**config.mk**
```make
export PLATFORM = sky130hd
export DESIGN_NAME = scp_serial_config_port
export DESIGN_NICKNAME = d
export VERILOG_FILES = /design/src/rtl/scp_pkg.sv /design/src/rtl/scp_serial_config_port.sv /design/src/rtl/scp_sync.sv
export SDC_FILE = /design/constraint.sdc
export NUM_CORES = 1
export LEC_CHECK = 0
export CAP_MARGIN = 10
export CORE_MARGIN = 4
export CORE_UTILIZATION = 43
export DETAILED_ROUTE_END_ITERATION = 10
export DONT_BUFFER_PORTS = 1
export PLACE_DENSITY = 0.59
export SYNTH_ARGS = -nofsm -noshare
export SYNTH_HDL_FRONTEND = slang
export SYNTH_SLANG_ARGS = --single-unit
```
**constraint.sdc**
```tcl
create_clock -name clk_sys_in -period 2.74 [get_ports clk_sys_in]
set_clock_uncertainty 0.2 [all_clocks]
set_input_delay 0.137 -clock clk_sys_in [delete_from_list [all_inputs] [get_ports clk_sys_in]]
set_output_delay 0.137 -clock clk_sys_in [all_outputs]
set_load 0.05 [all_outputs]
```
**src/rtl/scp_pkg.sv**
```systemverilog
// scp_pkg: constants, field layout and types of the serial config port.
// assumes: shared by scp_serial_config_port and scp_sync, nothing imported.
package scp_pkg;

	localparam int          SCP_WORD_W     = 15;
	localparam int          SCP_CNT_W      = 4;
	localparam int          SCP_SYNC_W     = 3;
	localparam logic [3:0]  SCP_LAST_BIT   = 4'hf;
	localparam logic [3:0]  SCP_CNT_RST    = 4'h0;

	// bus offsets, byte addresses
	localparam logic [3:0]  SCP_OFS_CFG    = 4'h0;
	localparam logic [3:0]  SCP_OFS_STATUS = 4'h4;
	localparam logic [3:0]  SCP_OFS_CTRL   = 4'h8;

	// values after reset
	localparam logic [14:0] SCP_CFG_RST    = 15'h0000;
	localparam logic        SCP_EN_RST     = 1'h1;
	localparam logic [7:0]  SCP_WRCNT_RST  = 8'h00;
	// sync stages for {sclk, sdata, gate_n}: gate idles high, no fake frame
	localparam logic [2:0]  SCP_LINK_RST   = 3'h1;

	// configuration word field positions
	localparam int          SCP_POS_DCDIS  = 0;
	localparam int          SCP_POS_OUTG   = 1;
	localparam int          SCP_POS_POSTG  = 2;
	localparam int          SCP_POS_MIDG   = 4;
	localparam int          SCP_POS_VGA1G  = 6;
	localparam int          SCP_POS_PWR    = 8;
	localparam int          SCP_POS_CORNER = 9;
	localparam logic [5:0]  SCP_CORNER_BYP = 6'h00;

	// status and control bit positions
	localparam int          SCP_ST_BUSY    = 0;
	localparam int          SCP_ST_LASTWR  = 1;
	localparam int          SCP_ST_SHORT   = 2;
	localparam int          SCP_ST_WRCNT   = 8;
	localparam int          SCP_CT_EN      = 0;

	typedef enum logic [2:0] {
		ST_IDLE,
		ST_CMD,
		ST_WRITE,
		ST_READ
	} scp_state_t;

	// decoded settings, one set for both channels
	typedef struct packed {
		logic [5:0] corner_mhz;
		logic       filter_bypass;
		logic       power_high;
		logic [1:0] vga1_gain;
		logic [1:0] mid_gain;
		logic [1:0] post_gain;
		logic       out_gain;
		logic       dc_loop_dis;
	} scp_cfg_t;

	typedef struct packed {
		logic sclk;
		logic sdata;
		logic gate_n;
	} scp_link_t;

endpackage : scp_pkg

```
**src/rtl/scp_serial_config_port.sv**
```systemverilog
// scp_serial_config_port: three-wire config port with an Avalon-MM slave.
// assumes: link pins asynchronous and much slower than clk_sys_in (250 MHz);
// the host frames each cycle with transfer_gate_n_in low.
//
// Our own choices: the register addresses and the Avalon-MM slave port.
`timescale 1ns/1ns

module scp_serial_config_port #(
	parameter int WORD_BITS = scp_pkg::SCP_WORD_W
) (
	input  wire logic             clk_sys_in,        // system clock
	input  wire logic             reset_n_in,        // sync reset, active low
	input  wire logic [3:0]       avs_address_in,    // byte address
	input  wire logic             avs_read_in,       // read request
	input  wire logic             avs_write_in,      // write request
	input  wire logic [31:0]      avs_writedata_in,  // write data
	input  wire logic [3:0]       avs_byteenable_in, // byte lanes
	output logic      [31:0]      avs_readdata_out,  // read data
	output logic                  avs_waitrequest_out, // stall
	input  wire logic             sclk_in,           // link clock pin
	input  wire logic             sdata_in,          // link data pin
	input  wire logic             transfer_gate_n_in, // frame, active low
	output logic                  serial_out_dual_pin_out, // read data
	output logic                  serial_out_dual_pin_oe_n_out, // drive
	output scp_pkg::scp_cfg_t     cfg_out,           // applied settings
	output logic                  busy_out           // frame in progress
);

	if (WORD_BITS != 15) begin : g_chk
		$error("scp_serial_config_port: word must be 15 bits");
	end

	function automatic scp_pkg::scp_cfg_t decode_cfg(input logic [14:0] w);
		scp_pkg::scp_cfg_t f;
		f.corner_mhz    = w[scp_pkg::SCP_POS_CORNER +: 6];
		f.filter_bypass = (w[scp_pkg::SCP_POS_CORNER +: 6]
		                   == scp_pkg::SCP_CORNER_BYP);
		f.power_high    = w[scp_pkg::SCP_POS_PWR];
		f.vga1_gain     = w[scp_pkg::SCP_POS_VGA1G +: 2];
		f.mid_gain      = w[scp_pkg::SCP_POS_MIDG +: 2];
		f.post_gain     = w[scp_pkg::SCP_POS_POSTG +: 2];
		f.out_gain      = w[scp_pkg::SCP_POS_OUTG];
		f.dc_loop_dis   = w[scp_pkg::SCP_POS_DCDIS];
		return f;
	endfunction : decode_cfg

	function automatic logic [31:0] be_merge(input logic [31:0] old_w,
		input logic [31:0] new_w, input logic [3:0] be);
		logic [31:0] r;
		r = old_w;
		for (int i = 0; i < 4; i++) begin
			if (be[i]) begin
				r[i*8 +: 8] = new_w[i*8 +: 8];
			end
		end
		return r;
	endfunction : be_merge

	// link pins pass two flops before any logic looks at them
	scp_pkg::scp_link_t link_raw;
	scp_pkg::scp_link_t link_s;

	assign link_raw.sclk   = sclk_in;
	assign link_raw.sdata  = sdata_in;
	assign link_raw.gate_n = transfer_gate_n_in;

	scp_sync #(
		.W       (scp_pkg::SCP_SYNC_W),
		.RST_VAL (scp_pkg::SCP_LINK_RST)
	) u_sync (
		.clk_sys_in (clk_sys_in),
		.reset_n_in (reset_n_in),
		.d_in       (link_raw),
		.q_out      (link_s)
	);

	// edge finder state
	logic sclk_d_r;
	logic sclk_d_nxt;
	logic sclk_rise;
	logic sclk_fall;
	logic gate_hi;

	always_comb begin
		sclk_d_nxt = link_s.sclk;
		if (!reset_n_in) begin
			sclk_d_nxt = 1'b0;
		end
	end

	always_ff @(posedge clk_sys_in) begin
		sclk_d_r <= sclk_d_nxt;
	end

	assign sclk_rise = link_s.sclk & ~sclk_d_r;
	assign sclk_fall = ~link_s.sclk & sclk_d_r;
	assign gate_hi   = link_s.gate_n;

	// bus side state
	logic        ack_r;
	logic        ack_nxt;
	logic [31:0] rdata_r;
	logic [31:0] rdata_nxt;
	logic        en_r;
	logic        en_nxt;
	logic        bus_wr;
	logic        sw_cfg_wr;
	logic        sw_short_clr;
	logic [31:0] cfg_wr_word;

	// link side state
	scp_pkg::scp_state_t state_r;
	scp_pkg::scp_state_t state_nxt;
	logic [3:0]  cnt_r;
	logic [3:0]  cnt_nxt;
	logic [14:0] shadow_r;
	logic [14:0] shadow_nxt;
	logic [14:0] cfg_r;
	logic [14:0] cfg_nxt;
	logic        sdo_r;
	logic        sdo_nxt;
	logic        oe_n_r;
	logic        oe_n_nxt;
	logic        short_r;
	logic        short_nxt;
	logic        lastwr_r;
	logic        lastwr_nxt;
	logic [7:0]  wrcnt_r;
	logic [7:0]  wrcnt_nxt;
	logic        link_apply;

	// one cycle stall, then the answer; write acts on the release edge
	assign bus_wr       = avs_write_in & ack_r;
	assign sw_cfg_wr    = bus_wr & (avs_address_in == scp_pkg::SCP_OFS_CFG);
	assign sw_short_clr = bus_wr
	                      & (avs_address_in == scp_pkg::SCP_OFS_STATUS)
	                      & avs_byteenable_in[0]
	                      & avs_writedata_in[scp_pkg::SCP_ST_SHORT];
	assign cfg_wr_word  = be_merge({17'h00000, cfg_r}, avs_writedata_in,
	                               avs_byteenable_in);

	always_comb begin
		ack_nxt   = (avs_read_in | avs_write_in) & ~ack_r;
		rdata_nxt = rdata_r;
		en_nxt    = en_r;
		if (avs_read_in && !ack_r) begin
			if (avs_address_in == scp_pkg::SCP_OFS_CFG) begin
				rdata_nxt = {17'h00000, cfg_r};
			end else if (avs_address_in == scp_pkg::SCP_OFS_STATUS) begin
				rdata_nxt = 32'h00000000;
				rdata_nxt[scp_pkg::SCP_ST_BUSY]   = busy_out;
				rdata_nxt[scp_pkg::SCP_ST_LASTWR] = lastwr_r;
				rdata_nxt[scp_pkg::SCP_ST_SHORT]  = short_r;
				rdata_nxt[scp_pkg::SCP_ST_WRCNT +: 8] = wrcnt_r;
			end else if (avs_address_in == scp_pkg::SCP_OFS_CTRL) begin
				rdata_nxt = {31'h00000000, en_r};
			end else begin
				rdata_nxt = 32'h00000000;
			end
		end
		if (bus_wr && avs_address_in == scp_pkg::SCP_OFS_CTRL
		    && avs_byteenable_in[0]) begin
			en_nxt = avs_writedata_in[scp_pkg::SCP_CT_EN];
		end
		if (!reset_n_in) begin
			ack_nxt   = 1'b0;
			rdata_nxt = 32'h00000000;
			en_nxt    = scp_pkg::SCP_EN_RST;
		end
	end

	always_ff @(posedge clk_sys_in) begin
		ack_r   <= ack_nxt;
		rdata_r <= rdata_nxt;
		en_r    <= en_nxt;
	end

	assign avs_waitrequest_out = (avs_read_in | avs_write_in) & ~ack_r;
	assign avs_readdata_out    = rdata_r;

	// frame engine
	always_comb begin
		state_nxt  = state_r;
		cnt_nxt    = cnt_r;
		shadow_nxt = shadow_r;
		cfg_nxt    = cfg_r;
		sdo_nxt    = sdo_r;
		oe_n_nxt   = oe_n_r;
		lastwr_nxt = lastwr_r;
		wrcnt_nxt  = wrcnt_r;
		link_apply = 1'b0;
		short_nxt  = short_r & ~sw_short_clr;
		case (state_r)
			scp_pkg::ST_IDLE: begin
				oe_n_nxt = 1'b1;
				sdo_nxt  = 1'b0;
				cnt_nxt  = scp_pkg::SCP_CNT_RST;
				if (!gate_hi && en_r) begin
					state_nxt = scp_pkg::ST_CMD;
				end
			end
			scp_pkg::ST_CMD: begin
				if (gate_hi) begin
					state_nxt = scp_pkg::ST_IDLE;
				end else if (sclk_rise) begin
					// leading bit picks the direction
					if (link_s.sdata) begin
						state_nxt  = scp_pkg::ST_WRITE;
						lastwr_nxt = 1'b1;
					end else begin
						state_nxt  = scp_pkg::ST_READ;
						lastwr_nxt = 1'b0;
					end
				end
			end
			scp_pkg::ST_WRITE: begin
				if (gate_hi) begin
					state_nxt = scp_pkg::ST_IDLE;
					// short frames are dropped so a glitch cannot half-load
					if (cnt_r == scp_pkg::SCP_LAST_BIT) begin
						link_apply = 1'b1;
						cfg_nxt    = shadow_r;
						wrcnt_nxt  = wrcnt_r + 8'h01;
					end else begin
						short_nxt = 1'b1;
					end
				end else if (sclk_rise && cnt_r != scp_pkg::SCP_LAST_BIT) begin
					shadow_nxt[cnt_r] = link_s.sdata;
					cnt_nxt = cnt_r + 4'h1;
				end
			end
			scp_pkg::ST_READ: begin
				if (gate_hi) begin
					state_nxt = scp_pkg::ST_IDLE;
					oe_n_nxt  = 1'b1;
				end else if (sclk_fall && cnt_r != scp_pkg::SCP_LAST_BIT) begin
					sdo_nxt  = cfg_r[cnt_r];
					oe_n_nxt = 1'b0;
					cnt_nxt  = cnt_r + 4'h1;
				end
			end
			default: begin
				state_nxt = scp_pkg::ST_IDLE;
			end
		endcase
		// link load outranks a software write in the same cycle
		if (sw_cfg_wr && !link_apply) begin
			cfg_nxt = cfg_wr_word[14:0];
		end
		if (!reset_n_in) begin
			state_nxt  = scp_pkg::ST_IDLE;
			cnt_nxt    = scp_pkg::SCP_CNT_RST;
			shadow_nxt = scp_pkg::SCP_CFG_RST;
			cfg_nxt    = scp_pkg::SCP_CFG_RST;
			sdo_nxt    = 1'b0;
			oe_n_nxt   = 1'b1;
			short_nxt  = 1'b0;
			lastwr_nxt = 1'b0;
			wrcnt_nxt  = scp_pkg::SCP_WRCNT_RST;
		end
	end

	always_ff @(posedge clk_sys_in) begin
		state_r  <= state_nxt;
		cnt_r    <= cnt_nxt;
		shadow_r <= shadow_nxt;
		cfg_r    <= cfg_nxt;
		sdo_r    <= sdo_nxt;
		oe_n_r   <= oe_n_nxt;
		short_r  <= short_nxt;
		lastwr_r <= lastwr_nxt;
		wrcnt_r  <= wrcnt_nxt;
	end

	// one decoded copy feeds both channels
	assign cfg_out = decode_cfg(cfg_r);
	assign busy_out = (state_r != scp_pkg::ST_IDLE);
	assign serial_out_dual_pin_out      = sdo_r;
	assign serial_out_dual_pin_oe_n_out = oe_n_r;

	// checks
	logic exp_bit;
	assign exp_bit = cfg_r[cnt_r];
endmodule : scp_serial_config_port

```
**src/rtl/scp_sync.sv**
```systemverilog
// scp_sync: two flip-flop synchroniser for a group of level signals.
// assumes: inputs are asynchronous to clk_sys_in; stage one read only here.
`timescale 1ns/1ns
module scp_sync #(
	parameter int           W       = scp_pkg::SCP_SYNC_W,
	parameter logic [W-1:0] RST_VAL = '0
) (
	input  wire logic         clk_sys_in,   // system clock
	input  wire logic         reset_n_in,   // sync reset, active low
	input  wire logic [W-1:0] d_in,         // asynchronous levels
	output logic      [W-1:0] q_out         // synchronised levels
);

	logic [W-1:0] s1_r;
	logic [W-1:0] s2_r;
	logic [W-1:0] s1_nxt;
	logic [W-1:0] s2_nxt;

	if (W < 1) begin : g_chk
		$error("scp_sync: width must be at least one");
	end

	always_comb begin
		s1_nxt = d_in;
		s2_nxt = s1_r;
		if (!reset_n_in) begin
			// idle level of each pin, so no false edge follows reset
			s1_nxt = RST_VAL;
			s2_nxt = RST_VAL;
		end
	end

	always_ff @(posedge clk_sys_in) begin
		s1_r <= s1_nxt;
		s2_r <= s2_nxt;
	end

	assign q_out = s2_r;

endmodule : scp_sync

```
# [Word level (Yosys, flattened, before mapping)]
# Cells that the tools add are included.
# Widths: inputs -> output; s select.
[word_totals] regBits=90 inputBits=47 out_inout_bits=52 word_cells=120
[op_classes] n_addsub=2 magnitude_cmp=2 n_eq_ne=17 mux=38 bitwise=15 n_reduce_logical=30
[op_table] operator="$mux 15" n=4
[op_table] operator="$mux 16" n=2
[op_table] operator="$mux 4" n=4
[op_table] operator="$bwmux 15" n=1
[op_table] operator="$mux 1" n=15
[op_table] operator="$reduce_and 3->1" n=5
[op_table] operator="$ne 2x2->1 const B" n=7
[op_table] operator="$mux 3" n=4
[op_table] operator="$pmux 4 s3" n=1
[op_table] operator="$and 1x1->1" n=9
[op_table] operator="$pmux 3 s3" n=1
[op_table] operator="$add 8x1->8 const B" n=1
[op_table] operator="$eq 4x4->1 const B" n=2
[op_table] operator="$logic_and 1x1->1" n=8
[op_table] operator="$mux 8" n=1
[op_table] operator="$reduce_and 4->1" n=2
[op_table] operator="$reduce_bool 2->1" n=4
[op_table] operator="$mux 7" n=1
[op_table] operator="$eq 3x2->1 const B" n=2
[op_table] operator="$logic_not 6->1" n=1
[op_table] operator="$ne 3x2->1 const B" n=2
[op_table] operator="$reduce_bool 3->1" n=2
[op_table] operator="$lt 4x5->1 const B" n=1
[op_table] operator="$not 1->1" n=5
[op_table] operator="16 further kinds" n=19

# [Depth between registers and ports, before layout]
[depth] word_depth=9 ltp_mapped=9 mapped_depth_nobuf=6

# [Hierarchy]
# Synthesis repeated with hierarchy kept, for this count alone.
[hier_totals] cells_unflattened=424 hier_area_um2=3562.2
[by_module_without_submodules] mod="scp_serial_config_port" n_inst=1 cells_per_inst=412 area_each_um2=3404.5
[by_module_without_submodules] mod="scp_sync" n_inst=1 cells_per_inst=12 area_each_um2=157.7

# [Least setup slack after synthesis]
# No wires, ideal clock.
[synth_path] kind="reg-to-output" from="reg cfg_r[11]" to="out cfg_out[9] (netlist name)" arrival_time_ps=2104 setup_slack_ps=299 path_stages_with_launch=3 n_path_buf=0 path_cell_list="dfxtp_1 or4_1 nor3_1"
[synth_rtl] item="start: declaration" line="scp_serial_config_port.sv:118" source="logic [14:0] cfg_r;"
[synth_rtl] item="start signal: assignment" line="scp_serial_config_port.sv:267" source="cfg_r <= cfg_nxt;"
[synth_rtl] item="end: declaration" line="scp_serial_config_port.sv:25" source="output scp_pkg::scp_cfg_t cfg_out,"

# [Worst setup path after layout]
[layout_path] from="in avs_address_in[1]" to="reg cfg_r[5]"
[layout_between] elab_chain_len=5 elab_cells_between_ends=9 classes_between="eq/ne: 1; mux: 1; bitwise: 1; reduce/logical: 6"
[layout_rtl] item="start: declaration" line="scp_serial_config_port.sv:13" source="input wire logic [3:0] avs_address_in,"
[layout_rtl] item="$logic_not 4->1 *" line="scp_serial_config_port.sv:134" source="assign sw_cfg_wr = bus_wr & (avs_address_in == scp_pkg::SCP_OFS_CFG);"
[layout_rtl] item="$and 1x1->1 *" line="scp_serial_config_port.sv:134"
[layout_rtl] item="$logic_and 1x1->1 *" line="scp_serial_config_port.sv:247" source="if (sw_cfg_wr && !link_apply) begin"
[layout_rtl] item="$ne 2x2->1 (no line) or $reduce_bool 2->1 (tied branches)"
[layout_rtl] item="$reduce_and 4->1 (no line)"
# Mark *: on every way between the ends. The rest lies on a longest branch, timed or not.
# A chain may end at the register's enable or synchronous reset.

==> key figures <==
Outcome
  – Status: complete, no violations

Route
  – DR DRC count: 0
  – Vias: 2985
  – DRT Pass-1 Iters: 5
  – Wire length per cell: between 15 and 20 um
  – Antenna Nets Post-Route: 0
  – DR iter-0 viols: 102
  – Vias per inst: 5.44
  – Drt total wl: 9050 um

CTS
  – CTS tree: yes
  – TritonCTS Buffers: 9
  – Clk sink count: 73
  – CTS Buffer Depth: 2
  – Post-CTS sizing: 0
  – Post-CTS setup buffers: 0
  – Worst skew pair latency: 0.34 ns
  – Reg clk slew, reported paths: 0.08 ns
  – H-tree Lvls: 3
  – Root buffer cell: clkbuf_8

Timing
  – Finish-stage setup viols: 0
  – Tightest Pin Transition: 0.927 ns
  – Relative slew slack: 0.381
  – Hold Fails Final Rpt: 0
  – Setup TNS: 0 ns
  – Tmin final: 2.49 ns
  – RSZ-0062 raised after global routing: false
  – Pins Over Slew Limit: 0
  – Final Cycle Share: 0.907
  – Fmax: between 400 and 500 MHz

Pwr
  – Reg power frac: 0.538
  – Pwr dens: between 400 and 500 nW/um2
  – Leak pwr: 1.60 nW
  – Int Pwr: between 1 and 1.5 mW
  – Peak VDD IR: 0.197 mV
  – Switching share of power: 0.295
  – Clock Power Share: 0.348
  – Comb power frac: 0.115
  – Psw: 621 uW

Yosys
  – Number of synthesized register bits: 73
  – Mapped cell area: 3590 um2
  – Seq/Total Area, Yosys: 0.407
  – Post-synth EDFFs: 0
  – Yosys warnings: 0
  – Most common flop cell mapped by yosys: dfxtp_1
  – Avg Inst Size Synth: around 9 um2
  – Mapped Cells: 402
  – Post-synth ARST share: 0
  – Synth unique cells: 48

Global route
  – Initial antenna violation count: 0
  – Total GRT Usage: 0.187
  – Number of global-route vias before repair: 2923
  – First-pass GRT wire length: 14900 um
  – Largest net degree at the start of global routing: 48
  – Total grt overflow: 0

Setup path
  – Critical Path Slowest Stage Cell: dlygate4sd3_1
  – Critical path startpoint category: primary input
  – Crit path kind: in2reg
  – Register-to-Register Path Depth: 7
  – Critical Path AT: 2.52 ns
  – Crit Path Max Fanout: 15
  – Crit path required time: 2.77 ns
  – Reg-to-reg endpoint: cfg_r[4]$_SDFFE_PN0P_
  – Worst reg-to-reg setup slack: 0.58 ns
  – RR Startpoint: state_r[0]$_SDFFE_PN0P_
  – Cells along the critical path: dlygate4sd3_1, nor4_2, dlygate4sd3_1, buf_4, a22o_1, buf_4, a21oi_2
  – CP max stage delay: approximately 0.60 ns
  – CP endpoint kind: register

Worst hold path
  – HP Class: in2reg
  – WHS Path Cells: 4
  – WHS Endpoint: short_r$_SDFF_PN0_
  – Min-delay src: avs_write_in

Placed design
  – HPWL after detailed placement: 6420 um
  – GP Congestion: 0.802
  – Port buffer count: 0

Layout
  – NumNets Final: 496
  – Share of cells above drive strength 1: 0.128
  – Number of antenna diodes: 0
  – Area delta synth->final: 17.5%
  – Fin util: 0.516

Floorplan
  – Die X: 99.4 um
  – Starting Density: 0.439
  – FP Rows: 33
  – Die Y: 99.4 um
  – CORE AREA: 8180 um2
  – Die area: 9870 um2
  – IO Pins: between 90 and 100

Flow run
  – Max-cap viol count: 0
how the worst max path moves through the flow:
| stage | slack, ns | cells after the start | startpoint | to |
|---|---|---|---|---|
| 6_report | 0.25 | 7 | avs_address_in[1] | cfg_r[5]$_SDFFE_PN0P_ |
| 5_1_grt | 0.08 | 7 | avs_address_in[1] | cfg_r[0]$_SDFFE_PN0P_ |
| 4_1_cts | 0.29 | 7 | avs_address_in[1] | cfg_r[4]$_SDFFE_PN0P_ |
| 3_5_place_dp | 0.58 | 7 | state_r[0]$_SDFFE_PN0P_ | cfg_r[4]$_SDFFE_PN0P_ |
| 3_3_place_gp | 0.60 | 7 | state_r[0]$_SDFFE_PN0P_ | cfg_r[4]$_SDFFE_PN0P_ |
| 2_1_floorplan | 0.30 | 2 | cfg_r[11]$_SDFFE_PN0P_ | cfg_out[9] |
metal layers:
layer | track usage | part of all wire | vias up
met1 | 0.240 | 0.44 | 1415
met2 | 0.317 | 0.49 | 94
met3 | 0.0337 | 0.054 | 12
li1 | - | - | 1464
met4 | 0.0620 | 0.012 | 0
met5 | 0 | 0 | -
registers in the layout (all words and copies together), names as in the netlist:
name / flops
ack_r: 1
avs_readdata_out: 16
cfg_r: 15
cnt_r: 4
en_r: 1
lastwr_r: 1
sclk_d_r: 1
serial_out_dual_pin_oe_n_out: 1
serial_out_dual_pin_out: 1
shadow_r: 15
short_r: 1
state_r: 2
u_sync.q_out: 3
u_sync.s1_r: 3
wrcnt_r: 8
power groups by stage:
| stage | Clock (mW) | Combinational, mW | Sequential (mW) |
|---|---|---|---|
| after floorplan | 0 | 0.189 | 1.15 |
| after global placement | 0 | 0.192 | 1.16 |
| after detailed placement | 0 | 0.195 | 1.16 |
| after CTS | 0.745 | 0.241 | 1.13 |
| after global routing | 0.781 | 0.263 | 1.13 |
| final | 0.731 | 0.241 | 1.13 |
critical path, delay by kind of cell:
family / cells / cell delay [ns]
buffers and inverters: 4 / 1.59
and+or+nand+nor: 1 / 0.26
AOI/OAI and AO/OA: 2 / 0.51
cells in the mapped netlist (2+ instances only):
library cell | number | area share
dfxtp_1 | 73 | 0.41
nand2_1 | 45 | 0.047
mux2i_1 | 37 | 0.10
nor2_1 | 24 | 0.025
clkbuf_1 | 22 | 0.023
nand3_1 | 21 | 0.029
o21ai_0 | 20 | 0.028
a21oi_1 | 19 | 0.026
buf_4 | 16 | 0.033
nor3_1 | 13 | 0.018
a21oi_2 | 10 | 0.024
ha_1 | 10 | 0.035
a221oi_1 | 9 | 0.022
nor2b_1 | 8 | 0.014
and2_1 | 7 | 0.012
inv_1 | 7 | 0.0073
nand2b_1 | 7 | 0.012
and4_1 | 4 | 0.0098
xnor2_1 | 4 | 0.0098
and3_1 | 3 | 0.0052
mux4_2 | 3 | 0.019
nor4_1 | 3 | 0.0052
o211ai_1 | 3 | 0.0063
o22ai_1 | 3 | 0.0052
buf_2 | 2 | 0.0028
nand4_1 | 2 | 0.0035
nor4b_1 | 2 | 0.0049
o31ai_1 | 2 | 0.0042
or3_1 | 2 | 0.0035
or4_1 | 2 | 0.0042
xor2_1 | 2 | 0.0049
layout make-up:
type                            instances  area [um2]
Clock inverter                          6        35.0
Inverter                                7        26.3
Timing Repair Buffer                   53         495
Multi-Input combinational cell        295        1940
Fill cell                             766        3960
Sequential cell                        73        1460
Clock buffer                           10         128
Tap cell                              105         131
cell usage in the layout (no fill, tap or decap), drive strengths merged, types with 3 or more instances in the layout:
cell type / instances
a21oi: 29
a221oi: 9
and2: 7
and3: 3
and4: 4
buf: 24
clkbuf: 10
clkinv: 4
conb: 16
dfxtp: 73
dlygate4sd3: 29
ha: 10
inv: 7
mux2i: 37
mux4: 3
nand2: 45
nand2b: 7
nand3: 21
nor2: 24
nor2b: 8
nor3: 13
nor4: 3
o211ai: 3
o21ai: 20
o22ai: 3
or4: 3
xnor2: 4
timing repair:
action,4_1_cts,5_1_grt
setup endpoints to repair,0,0
endpoints found under the hold margin,52,0
hold buffers,30,0
through the flow:
| stage | power (mW) | hold slack [ns] | instances | cell area (um2) | setup slack, ns |
|---|---|---|---|---|---|
| finish | 2.10 | 0.0427 | 549 | 4220 | 0.254 |
| global route | 2.18 | 0.0719 | 549 | 4220 | 0.0787 |
| CTS | 2.12 | 0.0360 | 549 | 4220 | 0.286 |
| detailed placement | 1.35 | 0.0103 | 503 | 3740 | 0.582 |
| global placement | 1.35 | 0.00816 | 503 | 3740 | 0.604 |
| floorplan | 1.34 | 0.0385 | 417 | 3640 | 0.299 |
kinds of logic after synthesis:
logic type | after synthesis | synth area share
flops | 73 | 0.407
compound gates | 77 | 0.146
xor+xnor | 6 | 0.0146
buf+inv | 49 | 0.0718
other cells | 1 | 0.00105
simple gates | 146 | 0.202
fa+ha+maj | 10 | 0.0349
mux | 40 | 0.122
(Power assumes the default switching activity.)
